**src/hw/dcw_pkg.sv**
```systemverilog
// How it works
// RL1 - word0 run/stop/jog and direction codes
// RL2 - word0 bits 6-7 pick accel set
// RL3 - word0 bits 8-11 pick speed source
// RL4 - bit 12 gates accel and step fields
// RL5 - word1 frequency in 0.01 Hz units
// RL6 - word2 bit 0 raises external fault
// RL7 - word2 bit1 fault reset, bit2 base block
// RL8 - reserved bits written zero, ignored
package dcw_pkg;
  localparam logic [1:0] ADDR_MOTION = 2'h0;
  localparam logic [1:0] ADDR_FREQ = 2'h1;
  localparam logic [1:0] ADDR_FAULT = 2'h2;
  localparam logic [15:0] RESET_WORD = 16'h0000;
  localparam int RUN_LSB = 0;
  localparam int DIR_LSB = 4;
  localparam int ACC_LSB = 6;
  localparam int STEP_LSB = 8;
  localparam int SEL_EN_BIT = 12;
  localparam int EXT_FAULT_BIT = 0;
  localparam int FAULT_RST_BIT = 1;
  localparam int BASE_BLOCK_BIT = 2;
  localparam logic [15:0] MOTION_USED = 16'h1FF3;
  localparam logic [15:0] FAULT_USED = 16'h0007;
  // host register map
  localparam logic [2:0] HOST_MOTION = 3'h0;
  localparam logic [2:0] HOST_FREQ = 3'h1;
  localparam logic [2:0] HOST_FAULT = 3'h2;
  localparam logic [2:0] HOST_STATUS = 3'h3;
  localparam logic [2:0] HOST_DRIVE = 3'h4;
  typedef enum logic [1:0] {DCW_RUN_NONE = 2'h0, DCW_RUN_STOP = 2'h1, DCW_RUN_RUN = 2'h2, DCW_RUN_JOG = 2'h3} dcw_run_e;
  typedef enum logic [1:0] {DCW_DIR_NONE = 2'h0, DCW_DIR_FWD = 2'h1, DCW_DIR_REV = 2'h2, DCW_DIR_NONE2 = 2'h3} dcw_dir_e;
endpackage

```
**src/hw/dcw_if.sv**
```systemverilog
`timescale 1ns/100ps
interface dcw_if;
  logic wr;
  logic [1:0] addr;
  logic [15:0] wdata;
  logic [15:0] rdata;
  modport device (input wr, input addr, input wdata, output rdata);
  modport ctrl (output wr, output addr, output wdata, input rdata);
endinterface

```
**src/hw/dcw_device.sv**
```systemverilog
`timescale 1ns/100ps
module dcw_device (
  // clock and reset
  input wire logic SYS_CLK,
  input wire logic RST_N,
  // command word link
  dcw_if.device LINK,
  // decoded drive controls
  output logic STOP_CMD,
  output logic RUN_CMD,
  output logic JOG_CMD,
  output logic FWD_CMD,
  output logic REV_CMD,
  output logic [1:0] ACCEL_SET,
  output logic [3:0] STEP_SEL,
  output logic [15:0] FREQ_CMD,
  output logic EXT_FAULT,
  output logic FAULT_RESET,
  output logic BASE_BLOCK
);
  logic [15:0] motion;
  logic [15:0] freq;
  logic [15:0] fault;
  logic [15:0] rd;
  logic [1:0] run;
  logic [1:0] dir;

  always_ff @(posedge SYS_CLK) begin
    if (!RST_N) begin
      motion <= dcw_pkg::RESET_WORD;
      freq <= dcw_pkg::RESET_WORD;
      fault <= dcw_pkg::RESET_WORD;
    end else if (LINK.wr) begin
      case (LINK.addr)
        dcw_pkg::ADDR_MOTION: begin
          motion <= LINK.wdata & dcw_pkg::MOTION_USED; // RL8
        end
        dcw_pkg::ADDR_FREQ: begin
          freq <= LINK.wdata;
        end
        dcw_pkg::ADDR_FAULT: begin
          fault <= LINK.wdata & dcw_pkg::FAULT_USED; // RL8
        end
        default: begin
        end
      endcase
    end
  end

  always_comb begin
    case (LINK.addr)
      dcw_pkg::ADDR_MOTION: rd = motion;
      dcw_pkg::ADDR_FREQ: rd = freq;
      dcw_pkg::ADDR_FAULT: rd = fault;
      default: rd = 16'h0000;
    endcase
  end

  always_ff @(posedge SYS_CLK) begin
    if (!RST_N) begin
      LINK.rdata <= 16'h0000;
    end else begin
      LINK.rdata <= rd;
    end
  end

  assign run = motion[dcw_pkg::RUN_LSB +: 2];
  assign dir = motion[dcw_pkg::DIR_LSB +: 2];

  // outputs follow the stored words one cycle later
  always_ff @(posedge SYS_CLK) begin
    if (!RST_N) begin
      STOP_CMD <= 1'b0;
      RUN_CMD <= 1'b0;
      JOG_CMD <= 1'b0;
      FWD_CMD <= 1'b0;
      REV_CMD <= 1'b0;
    end else begin
      STOP_CMD <= run == dcw_pkg::DCW_RUN_STOP; // RL1
      RUN_CMD <= run == dcw_pkg::DCW_RUN_RUN; // RL1
      JOG_CMD <= run == dcw_pkg::DCW_RUN_JOG; // RL1
      FWD_CMD <= dir == dcw_pkg::DCW_DIR_FWD; // RL1
      REV_CMD <= dir == dcw_pkg::DCW_DIR_REV; // RL1
    end
  end

  // selections held at their last enabled value while bit 12 is clear
  always_ff @(posedge SYS_CLK) begin
    if (!RST_N) begin
      ACCEL_SET <= 2'h0;
      STEP_SEL <= 4'h0;
    end else if (motion[dcw_pkg::SEL_EN_BIT]) begin // RL4
      ACCEL_SET <= motion[dcw_pkg::ACC_LSB +: 2]; // RL2
      STEP_SEL <= motion[dcw_pkg::STEP_LSB +: 4]; // RL3
    end
  end

  always_ff @(posedge SYS_CLK) begin
    if (!RST_N) begin
      FREQ_CMD <= 16'h0000;
    end else begin
      FREQ_CMD <= freq; // RL5
    end
  end

  always_ff @(posedge SYS_CLK) begin
    if (!RST_N) begin
      EXT_FAULT <= 1'b0;
      FAULT_RESET <= 1'b0;
      BASE_BLOCK <= 1'b0;
    end else begin
      EXT_FAULT <= fault[dcw_pkg::EXT_FAULT_BIT]; // RL6
      FAULT_RESET <= fault[dcw_pkg::FAULT_RST_BIT]; // RL7
      BASE_BLOCK <= fault[dcw_pkg::BASE_BLOCK_BIT]; // RL7
    end
  end
endmodule

```
**src/flat_wrapper.sv**
```systemverilog
// flat-port wrapper written by rule: the top's interface ports become plain ports
module dcw_device_flat 
  (SYS_CLK, RST_N, STOP_CMD, RUN_CMD, JOG_CMD, FWD_CMD, REV_CMD, ACCEL_SET, STEP_SEL, FREQ_CMD, EXT_FAULT, FAULT_RESET, BASE_BLOCK, LINK_wr, LINK_addr, LINK_wdata, LINK_rdata);
  dcw_if LINK_i ();
  input wire logic SYS_CLK;
  input wire logic RST_N;
  output logic STOP_CMD;
  output logic RUN_CMD;
  output logic JOG_CMD;
  output logic FWD_CMD;
  output logic REV_CMD;
  output logic [1:0] ACCEL_SET;
  output logic [3:0] STEP_SEL;
  output logic [15:0] FREQ_CMD;
  output logic EXT_FAULT;
  output logic FAULT_RESET;
  output logic BASE_BLOCK;
  input wire logic [$bits(LINK_i.wr)-1:0] LINK_wr;
  input wire logic [$bits(LINK_i.addr)-1:0] LINK_addr;
  input wire logic [$bits(LINK_i.wdata)-1:0] LINK_wdata;
  output wire logic [$bits(LINK_i.rdata)-1:0] LINK_rdata;
  assign LINK_i.wr = LINK_wr;
  assign LINK_i.addr = LINK_addr;
  assign LINK_i.wdata = LINK_wdata;
  assign LINK_rdata = LINK_i.rdata;
  dcw_device u_core (.SYS_CLK(SYS_CLK), .RST_N(RST_N), .LINK(LINK_i), .STOP_CMD(STOP_CMD), .RUN_CMD(RUN_CMD), .JOG_CMD(JOG_CMD), .FWD_CMD(FWD_CMD), .REV_CMD(REV_CMD), .ACCEL_SET(ACCEL_SET), .STEP_SEL(STEP_SEL), .FREQ_CMD(FREQ_CMD), .EXT_FAULT(EXT_FAULT), .FAULT_RESET(FAULT_RESET), .BASE_BLOCK(BASE_BLOCK));
endmodule
```
**config.mk**
```make
export PLATFORM = sky130hd
export DESIGN_NAME = dcw_device_flat
export DESIGN_NICKNAME = d
export VERILOG_FILES = /design/src/hw/dcw_pkg.sv /design/src/hw/dcw_if.sv /design/src/hw/dcw_device.sv /design/src/flat_wrapper.sv
export SDC_FILE = /design/constraint.sdc
export NUM_CORES = 1
export LEC_CHECK = 0
export BUFFER_PORTS_ARGS = -buffer_cell sky130_fd_sc_hd__buf_2
export CAP_MARGIN = 10
export CORE_ASPECT_RATIO = 2
export CORE_UTILIZATION = 54
export CTS_BUF_LIST = sky130_fd_sc_hd__clkbuf_4 sky130_fd_sc_hd__clkbuf_8
export DETAILED_ROUTE_END_ITERATION = 16
export PLACE_DENSITY_LB_ADDON = 0.2
export SYNTH_ARGS = -nofsm -noshare
export SYNTH_HDL_FRONTEND = slang
export SYNTH_SLANG_ARGS = --single-unit
```
**constraint.sdc**
```tcl
create_clock -name SYS_CLK -period 1.1 [get_ports SYS_CLK]
set_input_delay 0.055 -clock SYS_CLK [delete_from_list [all_inputs] [get_ports SYS_CLK]]
set_output_delay 0.055 -clock SYS_CLK [all_outputs]
set_load 0.05 [all_outputs]
```
==> results list <==
- Final hold viol count: 0
- In the routed design, unresolved DRC markers number 0.
- After routing, the total negative slack on setup checks comes to 0 ps.
- For this configuration, the core starts out at a cell density of 0.5704.
- 67 I/O pins were placed.
* Total power: 0.005541 W
- Path category of the worst min-delay check: input port to flip-flop
- Across all layers, the routed design uses 1,828 vias.
- Commonest non-fill, non-tap cell in the layout: sky130_fd_sc_hd__dfxtp_1
* CP max-delay cell: sky130_fd_sc_hd__dfxtp_1
- Cell family with the largest share of critical-path delay: flip-flops
- Derived from the worst setup path, the maximum achievable clock frequency is 0.9799 GHz.
- Delay of the slowest cell on the worst path: 350 ps
- Number of clock sinks: 76
- The congestion estimate from routability-driven global placement came to 0.7411.
- Minimum clock period after layout: 1020 ps
- The synthesized design contains 76 register bits.
- After floorplanning, the core was sized to cover 4424 um^2.
- Leaving out filler cells and counting taps, the final layout contains 380.
- Setup repair after global routing left no endpoint under its margin.
- After legalization and detailed placement, the total HPWL measured 3.213 mm.
- Total power per unit cell area: 1701 nW/um^2
- VDD sags by at most 1.438 mV.
- Number of levels in the clock H-tree: 3
* Routed length per instance: 12.81 um
- After detailed routing, the number of vias per cell comes to 4.811.
- The first routing iteration left 26 violations.
- Clock-pin slew on the worst setup and hold paths: 80 ps
* Clk Latency, worst-skew pair: 340 ps
* Tcrit/Tclk final: 0.9277
* Vias in the first global route: 1,753
- Num CTS Buffers: 9
- Before CTS, the worst setup slack after placement is 90.56 ps.
- Worst-case setup margin in the final layout: 79.50 ps
- The floorplan step defined a die boundary enclosing 4968 um^2.
- Global-route total usage across every layer: 0.2149
* Synthesis-to-finish area growth: 29.05%
- TritonCTS built the clock tree.
- Cell count after synthesis: 236
* Antenna violations before repair: 0
- The first TritonRoute pass finished after 5 iterations.
- Worst clock skew: 6.369 ps
- CTS Root Buffer Type: sky130_fd_sc_hd__clkbuf_8
- Worst endpoint data arrival time: 970 ps
* CP Cell Sequence: buf_2
* Portion of total power attributed to sequential cells: 0.513
* Number of fill cells: 350
* Total standard cell area after synthesis: 2524 um^2
- The run finished with clean final reports.
- Total of buffers placed on input and output ports: 66
- Of the total power, the clock network draws 0.414.
* Final setup fails: 0
- Number of library cell types mapped by synthesis: 19
- Leaving out fill and tap cells, the most frequent cells in the layout are 76 x sky130_fd_sc_hd__dfxtp_1, 66 x sky130_fd_sc_hd__buf_2, 47 x sky130_fd_sc_hd__mux2i_1.
- By area the synthesized netlist is led by sky130_fd_sc_hd__dfxtp_1 60%, sky130_fd_sc_hd__mux2i_1 19%, sky130_fd_sc_hd__nand2_1 6.8%.
- Startpoint Class: flip-flop
- The clock passes through at most 2 buffers.
- Area share of the largest cell type after synthesis: 0.6029
* Warnings, synthesis: 0
- The critical path is of the flip-flop to primary output type.
* Std-Cell Rows: 34
- 0 antenna diodes ended up in the layout.
- Logic pwr share: 0.073
- Max-slew violations: 0
* Number of setup buffers added after CTS: 0
* Floorplan die height: 98.68 um
* Worst-path maximum fanout: 2
- The detail route stage leaves a number of antenna-violating nets equal to 0.
- Of the total power, the share spent switching nets is 0.2280.
- Worst relative slew slack: 0.6532
* P_leak: 1.812 nW
* Kind of end point of the critical path: primary output
* Max-Cap Viols: 0
- # placed instances: 350
* Cell taking the most area after synthesis: sky130_fd_sc_hd__dfxtp_1
- Mapped Avg Cell Area: 10.69 um^2
- The share of the Yosys chip area taken by registers is 0.6029.
- Req. time, crit path: 1040 ps
- Internal power component: 0.004277 W
- The net count of the finished layout is 342.
- Buffers & Inverters on Critical Path: 1
- At the pin with the least slew margin, the transition time is 520.2 ps.
- The die is 50.34 um wide.
- Wire length after detailed routing: 4.869 mm
* Number of nets produced by synthesis: 257
- Gr ovfl total: 0
* Wire length of the first global-routing pass: 7.914 mm
- Entering global routing, the biggest net connects 24 pins.
- Reported net switching power: 0.001263 W
- Fraction of final layout cells sized beyond drive strength 1: 0.2761
==> synthesized netlist by cell type <==
cell type,count
sky130_fd_sc_hd__and3b_1,3
sky130_fd_sc_hd__clkbuf_1,3
sky130_fd_sc_hd__nand2b_1,2
sky130_fd_sc_hd__a21boi_0,1
sky130_fd_sc_hd__buf_4,2
sky130_fd_sc_hd__mux2i_1,47
sky130_fd_sc_hd__nor2b_1,6
sky130_fd_sc_hd__nor2_1,11
sky130_fd_sc_hd__nand2_1,46
sky130_fd_sc_hd__buf_1,1
sky130_fd_sc_hd__nand3b_1,4
sky130_fd_sc_hd__dfxtp_1,76
sky130_fd_sc_hd__inv_1,19
sky130_fd_sc_hd__o22ai_1,2
sky130_fd_sc_hd__or3b_4,1
sky130_fd_sc_hd__and2_1,4
sky130_fd_sc_hd__buf_2,5
sky130_fd_sc_hd__and3_1,1
sky130_fd_sc_hd__buf_6,2
==> tightest hold or removal path: stages <==
cell and delay (ps):
sky130_fd_sc_hd__buf_2 90, sky130_fd_sc_hd__nand2_1 90, sky130_fd_sc_hd__mux2i_1 70
==> path summary, 6_finish.rpt <==
| check | startpoint | to | slack (ps) | cells past startpoint |
|---|---|---|---|---|
| hold reg to reg | u_core.freq[15] | u_core.FREQ_CMD[15] | 450 | 2 |
| hold / removal | LINK_wdata[1] | u_core.freq[1] | 10 | 3 |
| setup reg to reg | u_core.motion[12] | u_core.STEP_SEL[1] | 120 | 2 |
| setup / recovery | u_core.STEP_SEL[3] | STEP_SEL[3] | 80 | 1 |
==> registers in the layout (all words and copies together) (netlist names) <==
signal / flops
u_core.FWD_CMD: 1
u_core.FAULT_RESET: 1
u_core.STEP_SEL: 4
u_core.BASE_BLOCK: 1
u_core.ACCEL_SET: 2
u_core.JOG_CMD: 1
u_core.LINK.rdata: 16
u_core.REV_CMD: 1
u_core.RUN_CMD: 1
u_core.fault: 3
u_core.motion: 11
u_core.EXT_FAULT: 1
u_core.freq: 16
u_core.STOP_CMD: 1
u_core.FREQ_CMD: 16
==> area by class of cell <==
class,count,area [um^2],area share
Sequential cell,76,1521,0.4672
Clock buffer,10,131.4,0.04034
Timing Repair Buffer,87,523.0,0.1606
Tap cell,54,67.56,0.02075
Clock inverter,6,88.84,0.02728
Inverter,19,71.32,0.02190
Multi-Input combinational cell,128,853.3,0.2620
==> what timing repair did <==
action | CTS | global route
hold endpoints to repair | 22 | 0
hold buffers | 14 | 0
resized for setup | 0 | 0
setup endpoints to repair | 0 | 0
==> power by group through the flow <==
stage | sequential, W | clock [W] | combinational [W]
3_5_place_dp | 0.00291 | 0 | 0.000362
6_report | 0.00284 | 0.00229 | 0.000402
2_1_floorplan | 0.00299 | 0 | 0.000177
3_3_place_gp | 0.00291 | 0 | 0.000357
4_1_cts | 0.00284 | 0.00234 | 0.000403
5_1_grt | 0.00285 | 0.00246 | 0.000433
==> metal layers <==
| metal | vias to the layer above | routed length, um | global-route usage |
|---|---|---|---|
| li1 | 920 | - | - |
| met1 | 844 | 1953 | 0.2305 |
| met2 | 55 | 2597 | 0.3764 |
| met3 | 9 | 220 | 0.04630 |
| met4 | 0 | 97 | 0.1197 |
| met5 | - | 0 | 0 |
==> stage by stage <==
| stage | hold slack (ps) | instance area [um^2] | utilization |
|---|---|---|---|
| after floorplan | 193.8 | 2524 | - |
| after global placement | 300.2 | 2897 | 0.6547 |
| after detailed placement | 304.5 | 2897 | 0.6547 |
| after CTS | 2.303 | 3257 | 0.7361 |
| after global routing | 22.28 | 3257 | 0.7361 |
| final | 13.98 | 3257 | 0.7361 |
==> kinds of logic (layout without fill, tap and decap cells) <==
kind of cell	Yosys count	after routing	share of synthesized area
buffers and inverters	32	122	0.05899
flip-flops	76	76	0.6029
AND/OR/NAND/NOR	78	78	0.1438
multiplexers	47	47	0.1864
AO/OA/AOI/OAI	3	3	0.007933
No activity file was read; power rests on OpenSTA's default activity.
